<file path="src/design/lie_evt_regs.svh">
// Register map, field positions and timing constants of the interrupt event block.
// Assumes inclusion by bare name from the package and the block's single module.
//
// What this block does
// Hardware-sourced event bits set on the source's rising edge and stay set.
// Writing 1 through the set port forces that event bit to 1.
// Only writing 1 through the clear port returns an event bit to 0.
// Reads of either port return event bits ANDed with the mask.
// Bits 31 and 28 read as 0 and ignore writes.
// Bit 30 sets when an enabled general-purpose input asserts.
// Bit 29 has no hardware source; software sets and clears it.
// Bit 27 sets on pending receive data, busy responder or tardy acknowledge, if enabled.
// Bit 26 sets on a transceiver byte; byte readable at bits 23-16.
// As cycle root, bit 25 sets if start-to-gap exceeds 125 us.
// The overlong-cycle event also clears the cycle root role bit.
// Bit 24 sets when an error halts a subunit, such as a dead context.
// While bit 24 is set, normal events of the failed contexts are blocked.
// Register mixes set/clear+update, set/clear, update-only and fixed read-only bits; no bit here is update-only, both ports reach every hardware bit.
// Interrupt output is high while any event AND mask bit is 1.
// A hardware set wins over a software clear in the same cycle.
`ifndef LIE_EVT_REGS_SVH
`define LIE_EVT_REGS_SVH

`define LIE_OFS_EVT_SET    8'h80
`define LIE_OFS_EVT_CLR    8'h84
`define LIE_OFS_EVT_MASK   8'h88
`define LIE_OFS_EVT_RAW    8'h8c
`define LIE_OFS_CTRL       8'h90
`define LIE_OFS_XCVR       8'h94

`define LIE_BIT_GP_INPUT   30
`define LIE_BIT_SOFT       29
`define LIE_BIT_LATE_ACK   27
`define LIE_BIT_XCVR_BYTE  26
`define LIE_BIT_OVERLONG   25
`define LIE_BIT_FATAL      24
`define LIE_EVT_IMPL       32'h6f00_0000
`define LIE_EVT_HW         32'h4f00_0000

`define LIE_CTRL_LATE_ACK  0
`define LIE_CTRL_GP_A      1
`define LIE_CTRL_GP_B      2
`define LIE_CTRL_ROOT      3
`define LIE_CTRL_RESET     4'h0
`define LIE_XCVR_LSB       16

`define LIE_CLK_PERIOD_NS  10
`define LIE_CYCLE_LIMIT_NS 125000
`define LIE_NUM_CTX        4
`define LIE_NUM_GP         2

`endif

</file>
<file path="src/design/lie_pkg.sv">
// Types shared by the interrupt event block: source bundle and timer states.
// Assumes lie_evt_regs.svh is on the include path.
`include "lie_evt_regs.svh"

package lie_pkg;

  typedef struct packed {
    logic                      rx_fifo_pending;   // Receive data waits for the host
    logic                      resp_unit_busy;    // Physical response unit busy
    logic                      tardy_ack_sent;    // Tardy acknowledge sent
    logic                      xcvr_byte_valid;   // Transceiver register byte arrived
    logic [7:0]                xcvr_byte;         // The byte itself
    logic                      cycle_start_tx;    // Start of sending a cycle start
    logic                      subaction_gap_end; // End of a subaction gap
    logic [`LIE_NUM_CTX-1:0]   ctx_dead;          // Per-context dead status
  } lie_src_s;

  typedef enum logic [0:0] {
    TMR_IDLE,
    TMR_RUN
  } lie_tmr_e;

endpackage

</file>
<file path="src/design/lie_evt.sv">
// Interrupt event register with set/clear ports, mask, control and overlong-cycle timer.
// Assumes an APB master on pclk; hardware sources are synchronous to pclk except gp pins.
// Lower event bits and their sources live outside this block.
`include "lie_evt_regs.svh"
`timescale 1ns/1ps
`default_nettype none

module lie_evt
  import lie_pkg::*;
#(
  parameter int OVERLONG_CYC = `LIE_CYCLE_LIMIT_NS / `LIE_CLK_PERIOD_NS
)
(
  input  wire logic                    pclk,            // Controller clock
  input  wire logic                    presetn,         // Async reset, active low
  input  wire logic                    psel,            // APB select
  input  wire logic                    penable,         // APB access phase
  input  wire logic                    pwrite,          // APB direction
  input  wire logic [7:0]              paddr,           // APB byte address
  input  wire logic [31:0]             pwdata,          // APB write data
  output logic                         pready,          // APB ready
  output logic [31:0]                  prdata,          // APB read data
  output logic                         pslverr,         // APB error, unmapped address
  input  wire logic                    gp_input_a,      // General-purpose interrupt pin A
  input  wire logic                    gp_input_b,      // General-purpose interrupt pin B
  input  wire lie_src_s                src,             // Same-clock hardware sources
  output logic                         irq,             // Host interrupt, level
  output logic                         cycle_root_role, // Acting as cycle root
  output logic [`LIE_NUM_CTX-1:0]      ctx_evt_block    // Block normal events per context
);

  // Limit counts pclk cycles from the cycle start edge
  localparam logic [15:0] LIMIT = 16'(OVERLONG_CYC);

  // Register state
  logic [31:0]             evt_q;
  logic [31:0]             evt_d;
  logic [31:0]             mask_q;
  logic [3:0]              ctrl_q;
  logic [7:0]              xcvr_q;
  logic [`LIE_NUM_CTX-1:0] dead_ctx_q;

  // Edge detection history
  logic                    gp_lvl_q;
  logic                    late_lvl_q;
  logic                    xcvr_lvl_q;
  logic [`LIE_NUM_CTX-1:0] dead_lvl_q;

  // Pin synchronisers
  logic [1:0]              gp_pin;
  logic [2:0]              gp_sync_q [`LIE_NUM_GP];
  logic [1:0]              gp_pin_q;

  // Overlong timer
  lie_tmr_e                tmr_q;
  logic [15:0]             tmr_cnt_q;
  logic                    overlong;

  // Bus decode
  logic                    setup;
  logic                    wr_acc;
  logic                    wr_set;
  logic                    wr_clr;
  logic                    wr_mask;
  logic                    wr_ctrl;
  logic                    mapped;
  logic [31:0]             rd_val;

  // Hardware event levels and set vector
  logic                    gp_lvl;
  logic                    late_lvl;
  logic [`LIE_NUM_CTX-1:0] new_dead;
  logic [31:0]             hw_set;
  logic [31:0]             sw_set;
  logic [31:0]             sw_clr;

  // APB slave: read data captured in the setup phase
  // Writes to the read-only offsets are dropped without an error
  assign setup   = psel & ~penable;
  assign wr_acc  = psel & penable & pwrite;
  assign wr_set  = wr_acc & (paddr == `LIE_OFS_EVT_SET);
  assign wr_clr  = wr_acc & (paddr == `LIE_OFS_EVT_CLR);
  assign wr_mask = wr_acc & (paddr == `LIE_OFS_EVT_MASK);
  assign wr_ctrl = wr_acc & (paddr == `LIE_OFS_CTRL);
  assign pready  = psel & penable;

  always_comb
  begin
    mapped = 1'b1;
    rd_val = 32'h0000_0000;
    unique case (paddr)
      `LIE_OFS_EVT_SET,
      `LIE_OFS_EVT_CLR:
      begin
        rd_val = evt_q & mask_q & `LIE_EVT_IMPL;
      end
      `LIE_OFS_EVT_MASK:
      begin
        rd_val = mask_q & `LIE_EVT_IMPL;
      end
      `LIE_OFS_EVT_RAW:
      begin
        rd_val = evt_q;
      end
      `LIE_OFS_CTRL:
      begin
        rd_val = {28'h000_0000, ctrl_q};
      end
      `LIE_OFS_XCVR:
      begin
        rd_val = 32'(xcvr_q) << `LIE_XCVR_LSB;
      end
      default:
      begin
        mapped = 1'b0;
      end
    endcase
  end

  // Capturing at setup keeps prdata a flop with no wait state
  always_ff @(posedge pclk or negedge presetn)
  begin
    if (!presetn)
    begin
      prdata  <= 32'h0000_0000;
      pslverr <= 1'b0;
    end
    else if (setup)
    begin
      prdata  <= pwrite ? 32'h0000_0000 : rd_val;
      pslverr <= ~mapped;
    end
  end

  // General-purpose pins: three flops, a change counts when two agree
  assign gp_pin = {gp_input_b, gp_input_a};

  genvar gi;
  generate
    for (gi = 0; gi < `LIE_NUM_GP; gi++)
    begin : g_pin
      always_ff @(posedge pclk or negedge presetn)
      begin
        if (!presetn)
        begin
          gp_sync_q[gi] <= 3'h0;
          gp_pin_q[gi]  <= 1'b0;
        end
        else
        begin
          gp_sync_q[gi] <= {gp_sync_q[gi][1:0], gp_pin[gi]};
          // A one-cycle glitch between the last two flops is not taken
          if (gp_sync_q[gi][1] == gp_sync_q[gi][2])
          begin
            gp_pin_q[gi] <= gp_sync_q[gi][2];
          end
        end
      end
    end
  endgenerate

  // Event levels; each bit is set on the rising edge of its level
  assign gp_lvl   = (gp_pin_q[0] & ctrl_q[`LIE_CTRL_GP_A])
                  | (gp_pin_q[1] & ctrl_q[`LIE_CTRL_GP_B]);
  assign late_lvl = ctrl_q[`LIE_CTRL_LATE_ACK]
                  & (src.rx_fifo_pending | src.resp_unit_busy | src.tardy_ack_sent);

  always_ff @(posedge pclk or negedge presetn)
  begin
    if (!presetn)
    begin
      gp_lvl_q   <= 1'b0;
      late_lvl_q <= 1'b0;
      xcvr_lvl_q <= 1'b0;
    end
    else
    begin
      gp_lvl_q   <= gp_lvl;
      late_lvl_q <= late_lvl;
      xcvr_lvl_q <= src.xcvr_byte_valid;
    end
  end

  // Per-context death edge and record of the contexts at fault
  genvar gc;
  generate
    for (gc = 0; gc < `LIE_NUM_CTX; gc++)
    begin : g_ctx
      assign new_dead[gc] = src.ctx_dead[gc] & ~dead_lvl_q[gc];

      always_ff @(posedge pclk or negedge presetn)
      begin
        if (!presetn)
        begin
          dead_lvl_q[gc] <= 1'b0;
        end
        else
        begin
          dead_lvl_q[gc] <= src.ctx_dead[gc];
        end
      end

      // Forget the culprits only once software clears the fatal bit
      always_ff @(posedge pclk or negedge presetn)
      begin
        if (!presetn)
        begin
          dead_ctx_q[gc] <= 1'b0;
        end
        else
        begin
          dead_ctx_q[gc] <= evt_d[`LIE_BIT_FATAL] & (dead_ctx_q[gc] | new_dead[gc]);
        end
      end

      // Blocking of lower-bit events is left to the context logic
      assign ctx_evt_block[gc] = dead_ctx_q[gc] & evt_q[`LIE_BIT_FATAL];
    end
  endgenerate

  // Overlong cycle timer, running only while cycle root
  // A repeated start while running is ignored until the gap ends
  always_ff @(posedge pclk or negedge presetn)
  begin
    if (!presetn)
    begin
      tmr_q     <= TMR_IDLE;
      tmr_cnt_q <= 16'h0000;
    end
    else
    begin
      unique case (tmr_q)
        TMR_IDLE:
        begin
          tmr_cnt_q <= 16'h0000;
          if (ctrl_q[`LIE_CTRL_ROOT] && src.cycle_start_tx)
          begin
            tmr_q <= TMR_RUN;
          end
        end
        TMR_RUN:
        begin
          if (!ctrl_q[`LIE_CTRL_ROOT] || src.subaction_gap_end || overlong)
          begin
            tmr_q <= TMR_IDLE;
          end
          else
          begin
            tmr_cnt_q <= tmr_cnt_q + 16'h0001;
          end
        end
      endcase
    end
  end

  assign overlong = (tmr_q == TMR_RUN) && ctrl_q[`LIE_CTRL_ROOT]
                  && !src.subaction_gap_end && (tmr_cnt_q == LIMIT);

  // Control register; overlong drops the root role over any write
  always_ff @(posedge pclk or negedge presetn)
  begin
    if (!presetn)
    begin
      ctrl_q <= `LIE_CTRL_RESET;
    end
    else
    begin
      if (wr_ctrl)
      begin
        ctrl_q <= pwdata[3:0];
      end
      if (overlong)
      begin
        ctrl_q[`LIE_CTRL_ROOT] <= 1'b0;
      end
    end
  end

  assign cycle_root_role = ctrl_q[`LIE_CTRL_ROOT];

  // Unimplemented mask bits stay 0, so they can never raise irq
  always_ff @(posedge pclk or negedge presetn)
  begin
    if (!presetn)
    begin
      mask_q <= 32'h0000_0000;
    end
    else if (wr_mask)
    begin
      mask_q <= pwdata & `LIE_EVT_IMPL;
    end
  end

  always_ff @(posedge pclk or negedge presetn)
  begin
    if (!presetn)
    begin
      xcvr_q <= 8'h00;
    end
    // Byte captured on the edge that sets its event bit
    else if (src.xcvr_byte_valid && !xcvr_lvl_q)
    begin
      xcvr_q <= src.xcvr_byte;
    end
  end

  // Event register
  always_comb
  begin
    // Software-only bit has no source here; only the ports move it
    hw_set                     = 32'h0000_0000;
    hw_set[`LIE_BIT_GP_INPUT]  = gp_lvl & ~gp_lvl_q;
    hw_set[`LIE_BIT_LATE_ACK]  = late_lvl & ~late_lvl_q;
    hw_set[`LIE_BIT_XCVR_BYTE] = src.xcvr_byte_valid & ~xcvr_lvl_q;
    hw_set[`LIE_BIT_OVERLONG]  = overlong;
    hw_set[`LIE_BIT_FATAL]     = |new_dead;
    hw_set                     = hw_set & `LIE_EVT_HW;
  end

  assign sw_set = wr_set ? (pwdata & `LIE_EVT_IMPL) : 32'h0000_0000;
  assign sw_clr = wr_clr ? (pwdata & `LIE_EVT_IMPL) : 32'h0000_0000;

  // Set terms are ORed after the clear so a same-cycle event survives
  assign evt_d = ((evt_q & ~sw_clr) | sw_set | hw_set) & `LIE_EVT_IMPL;

  always_ff @(posedge pclk or negedge presetn)
  begin
    if (!presetn)
    begin
      evt_q <= 32'h0000_0000;
    end
    else
    begin
      evt_q <= evt_d;
    end
  end

  // Combinational AND-OR of the evt_q and mask_q flops; irq itself is not registered
  assign irq = |(evt_q & mask_q);

endmodule

`default_nettype wire

</file>
<file path="config.mk">
export PLATFORM = sky130hd
export DESIGN_NAME = lie_evt
export DESIGN_NICKNAME = d
export VERILOG_FILES = /design/src/design/lie_pkg.sv /design/src/design/lie_evt.sv
export VERILOG_INCLUDE_DIRS = /design/src /design/src/design
export SDC_FILE = /design/constraint.sdc
export NUM_CORES = 1
export LEC_CHECK = 0
export ABC_AREA = 1
export BUFFER_PORTS_ARGS = -buffer_cell sky130_fd_sc_hd__buf_2
export CORE_UTILIZATION = 55
export CTS_BUF_LIST = sky130_fd_sc_hd__clkbuf_4 sky130_fd_sc_hd__clkbuf_8
export CTS_CLUSTER_DIAMETER = 80
export DETAILED_ROUTE_END_ITERATION = 7
export PLACE_DENSITY = 0.83
export REMOVE_ABC_BUFFERS = 1
export SETUP_SLACK_MARGIN = 0.02
export SYNTH_ARGS = -nofsm -noshare
export SYNTH_HDL_FRONTEND = slang
export SYNTH_SLANG_ARGS = --single-unit
</file>
<file path="constraint.sdc">
create_clock -name pclk -period 2.2 [get_ports pclk]
set_clock_uncertainty 0.2 [all_clocks]
set_input_delay 0 -clock pclk [delete_from_list [all_inputs] [get_ports pclk]]
set_output_delay 0 -clock pclk [all_outputs]
set_load 0.01 [all_outputs]
</file>
# [Word-level counts from Yosys, hierarchy flattened]
# Cells that the tools add are included.
[classes] addsub=1 n_eq_ne=10 muxes=12 n_bitwise=47 n_reduce_logical=15
[op_table] op="$pmux W31 S5" count=1
[op_table] op="$and A31 B31 Y31" count=2
[op_table] op="$mux W31" count=2
[op_table] op="$or A31 B31 Y31" count=2
[op_table] op="$eq A8 B8 Y1 const B" count=6
[op_table] op="$mux W32" count=1
[op_table] op="$pmux W16 S2" count=1
[op_table] op="$reduce_or A32 Y1" count=1
[op_table] op="$not A31 Y31" count=1
[op_table] op="$and A1 B1 Y1" count=25
[op_table] op="$add A16 B1 Y16 const B" count=1
[op_table] op="$eq A16 B14 Y1 const B" count=1
[op_table] op="$mux W16" count=1
[op_table] op="$not A1 Y1" count=10
[op_table] op="$or A1 B1 Y1" count=7
[op_table] op="$reduce_or A6 Y1" count=1
[op_table] op="$logic_and A1 B1 Y1" count=5
[op_table] op="$mux W1" count=4
[op_table] op="$mux W4" count=1
[op_table] op="$reduce_or A4 Y1" count=1
[op_table] op="$logic_not A1 Y1" count=3
[op_table] op="$eq A1 B1 Y1" count=2
[op_table] op="$logic_or A1 B1 Y1" count=2
[op_table] op="$ne A2 B2 Y1 const B" count=1
[op_table] op="3 further kinds" count=3
[totals] ff_bits=93 inputBits=65 out_inout_bits=40 wordCells=109

# [Longest topological paths before layout]
[logic_depth] depth_word=9 depth_mapped=10 mapped_depth_nobuf=9

# [Worst setup path before layout]
# Ideal clock, no wire load.
[synth_timing] kind="flip-flop to flip-flop" startpoint="register tmr_cnt_q[0]" endpoint="register tmr_cnt_q[8]" setup_ps=117 arrival_time_ps=1321 t_required_ps=1883 setup_slack_ps=561 stages_incl_launch_ff=11 n_path_buf=1 period_less_slack_ps=1639 path_cell_list="dfrtp_1 -> inv_1 -> ha_1 -> nand2_1 -> nor3_1 -> nand2_1 -> nor2_2 -> nor2_4 -> buf_6 -> nand3b_1 -> nand2_1"
[synth_via] elab_chain_cells=4 elab_cells_between_ends=7 classes_between="add/sub (1); eq/ne (2); mux (2); reduce/logical (2)"
[synth_rtl] element="start: declaration" line_no="lie_evt.sv:56" source="logic [15:0] tmr_cnt_q;"
[synth_rtl] element="start signal: assignment" line_no="lie_evt.sv:249" source="tmr_cnt_q <= tmr_cnt_q + 16'h0001;"
[synth_rtl] element="parallel branches: the longest is 4 deep, another holds $add A16 B1 Y16"
# Parallel ways; which one is timed is not known. The select of a mux whose other input is x is not followed.
# A chain may end at the register's enable or synchronous reset.

# [Worst setup path in the final report]
[layout_timing] startpoint="input pwrite" endpoint="register ctrl_q[1]"
[layout_via] elab_chain_cells=2
[layout_rtl] element="start: declaration" line_no="lie_evt.sv:18" source="input wire logic pwrite,"
[layout_rtl] element="$and A1 B1 Y1" line_no="lie_evt.sv:80" source="assign wr_acc = psel & penable & pwrite;"
[layout_rtl] element="$and A1 B1 Y1" line_no="lie_evt.sv:84" source="assign wr_ctrl = wr_acc & (paddr == `LIE_OFS_CTRL);"
[layout_rtl] element="end signal: assignment" line_no="lie_evt.sv:264" source="ctrl_q <= `LIE_CTRL_RESET;"
[layout_rtl] element="end signal: assignment" line_no="lie_evt.sv:270" source="ctrl_q <= pwdata[3:0];"
[layout_rtl] element="end: declaration" line_no="lie_evt.sv:39" source="logic [3:0] ctrl_q;"
# No other way between the ends.

==> flow_summary.json <==
{
  "num_vias": 3651,
  "ff2ff_setup_slack_ns": 0.18,
  "drv_slew": 0,
  "synthCells": 485,
  "synth_edf_count": 0,
  "yosysSeqAreaShare": 0.499,
  "row_count": 30,
  "ys_seq_elements": 79,
  "min_period_ns": 2.10,
  "worstPathArrival_ns": 2.20,
  "viasPerCell": 5.16,
  "ys_types": 34,
  "path_clk_slew_ns": 0.10,
  "rsz0062_at_grt": "false",
  "gp_congestion": 0.918,
  "leakagePower_nw": 2.61,
  "worstSkewPairLatency_ns": 0.35,
  "drive_above_1_share": 0.190,
  "ir_worst_vdd_v": 0.000454,
  "cts.path.max_buffers": 2,
  "synthArstFlopShare": 1.00,
  "status": "finished clean",
  "ys_warn_count": 0,
  "syn_avg_cell_area_um2": 8.17,
  "fin_area_mm2": 0.00506,
  "critPathMaxStageDelay_ns": 0.55,
  "antenna_left": 0,
  "met1_usage": 0.327,
  "drc": 0,
  "ioPinCount": 105,
  "hold_violations": 0,
  "rr_endpoint": "ctrl_q[3]$_DFFE_PN0P_",
  "netlist.area_leader.share": 0.499,
  "worstSetupPathType": "in -> reg",
  "synth-main-ff-cell": "dfrtp_1",
  "grt_usage": 0.271,
  "numCtsBuffers": 9,
  "fmax_mhz": 477,
  "grt_use_met3": 0.0512,
  "dieArea_mm2": 0.00755,
  "ctsRootBufferMaster": "clkbuf_8",
  "crit_top_cell": "dlygate4sd3_1",
  "drt_iter0_drc": 214,
  "routed_wl_mm": 9.54,
  "use_met2": 0.486,
  "crit_path_end_kind": "register",
  "r2r_cells": 8,
  "startpoint_type": "input pin",
  "yosys-top-cells-area": "dfrtp_1 50%, nand2_1 12%, nand3_1 8.0%",
  "worst_slew_pin_slew_ns": 0.616,
  "required_ns": 2.30,
  "synthTopCellsByCount": "127 x nand2_1, 79 x dfrtp_1, 63 x nand3_1",
  "cap_violations": 0,
  "syn_to_final_growth_pct": 27.7,
  "critPathMaxFanout": 4,
  "first_pass_iters": 4,
  "yosysMostFrequentCell": "nand2_1",
  "finalNetCount": 674,
  "start_util": 0.577,
  "die_width_um": 86.9,
  "worstPathCellList": "dlygate4sd3_1, buf_2, nand2_2, nor2_4, nand2_1, dlygate4sd3_1, nand2_1, dlygate4sd3_1",
  "hp-class": "in -> async",
  "cts-htree-levels": 3,
  "max_slew_margin": 0.589,
  "clock-sinks": 79,
  "powerDensity_mw_per_mm2": 571,
  "grt_pass1_wl_mm": 15.8,
  "grt_max_degree": 49,
  "setup_violations": 0,
  "coreArea_mm2": 0.00687,
  "placedInstanceArea_mm2": 0.00432,
  "antenna_cells": 0,
  "r2r-start": "tmr_cnt_q[0]$_DFFE_PN0P_",
  "grt_busiest_layer": "met2",
  "fin_setup_tns_ns": 0,
  "antenna_found_initial": 0,
  "grt.overflow.total": 0,
  "routedWlPerCell_um": 13.5,
  "crit_slowest_cell": "dlygate4sd3_1",
  "place_hpwl_mm": 6.01,
  "holdWs_ns": 0.0129,
  "numPortBuffers": 68,
  "die_height_um": 86.9,
  "period_share": 0.952,
  "yosys.area.top_type": "dfrtp_1",
  "cts_tree": "yes",
  "syn_area_mm2": 0.00396,
  "grt_pass1_vias": 3490
}
-- cell families (layout without fill, tap and decap cells) --
logic type | after synthesis | after routing | synth area share
xor gates and xnor gates | 7 | 7 | 0.0155
AOI/OAI and AO/OA | 47 | 47 | 0.0720
and+or+nand+nor | 265 | 265 | 0.303
other | 1 | 14 | 0.000946
adders and majority gates | 4 | 4 | 0.0114
DFF | 79 | 79 | 0.499
buffers and inverters | 82 | 196 | 0.0985
-- routing by layer --
layer	wire length (um)	vias up	share of wire
met4	176	0	0.018
met3	455	16	0.048
met2	4890	119	0.51
met1	4020	1745	0.42
met5	0	-	0
li1	-	1771	-
-- per-stage QoR --
stage	setup WS [ns]	cells	utilization	power, mW
floorplan	0.353	472	-	1.69
global placement	0.530	638	0.629	1.80
detailed placement	0.480	638	0.629	1.82
CTS	0.0784	706	0.732	2.89
global route	0.0225	708	0.737	3.00
finish	0.105	708	0.737	2.89
-- power by group --
group | leakage, nW | total (mW) | switching, mW | internal [mW]
logic | 1.51 | 0.327 | 0.206 | 0.122
registers | 1.01 | 1.52 | 0.0265 | 1.50
clock network | 0.0903 | 1.04 | 0.600 | 0.435
-- how the worst max path moves through the flow --
stage	from	depth (start not counted)	end	slack (ns)
floorplan	tmr_q$_DFF_PN0_	6	tmr_cnt_q[15]$_DFFE_PN0P_	0.35
global placement	tmr_cnt_q[1]$_DFFE_PN0P_	8	tmr_cnt_q[14]$_DFFE_PN0P_	0.53
detailed placement	tmr_cnt_q[0]$_DFFE_PN0P_	9	tmr_cnt_q[9]$_DFFE_PN0P_	0.48
CTS	pwrite	8	ctrl_q[1]$_DFFE_PN0P_	0.08
global route	pwrite	8	ctrl_q[1]$_DFFE_PN0P_	0.02
finish	pwrite	8	ctrl_q[1]$_DFFE_PN0P_	0.10
-- registers in the layout (all words and copies together) (netlist names) --
register    cells
dead_lvl_q      4
xcvr_lvl_q      1
late_lvl_q      1
prdata         18
evt_q           6
pslverr         1
gp_pin_q        2
gp_sync_q       6
tmr_q           1
dead_ctx_q      4
mask_q          6
xcvr_q          8
gp_lvl_q        1
tmr_cnt_q      16
ctrl_q          4
-- layout by cell type, fill, tap and decap left out, drive strengths merged --
cell,instances
nand2,128
dfrtp,79
buf,72
nand3,65
inv,60
dlygate4sd3,52
nor2,51
o21ai,23
a21oi,16
conb,14
clkbuf,9
nand3b,8
xor2,7
nand4,7
nor3,6
o211ai,4
maj3,2
ha,2
clkinvlp,2
o31a,1
a22o,1
a221oi,1
o21a,1
clkinv,1
-- repair_timing --
item / 4_1_cts / 5_1_grt
endpoints found under the hold margin: 137 / 0
hold buffers: 52 / 0
setup endpoints to repair: 0 / 2
setup buffers: 0 / 2
gates resized for setup: 0 / 4
-- worst max-delay path, delay by kind of cell --
| family | cells | cell delay [ns] |
|---|---|---|
| buffers and inverters | 4 | 1.78 |
| AND/OR/NAND/NOR | 4 | 0.42 |
-- layout make-up --
cell class                 count  area [um^2]
clock buffer                   9          124
clock inverter                 7         63.8
fill                         509         1810
inverter                      56          210
multi-input combinational    337         1660
sequential                    79         1980
tap                           96          120
timing repair buffer         124          906
No activity file was read; power rests on OpenSTA's default activity.
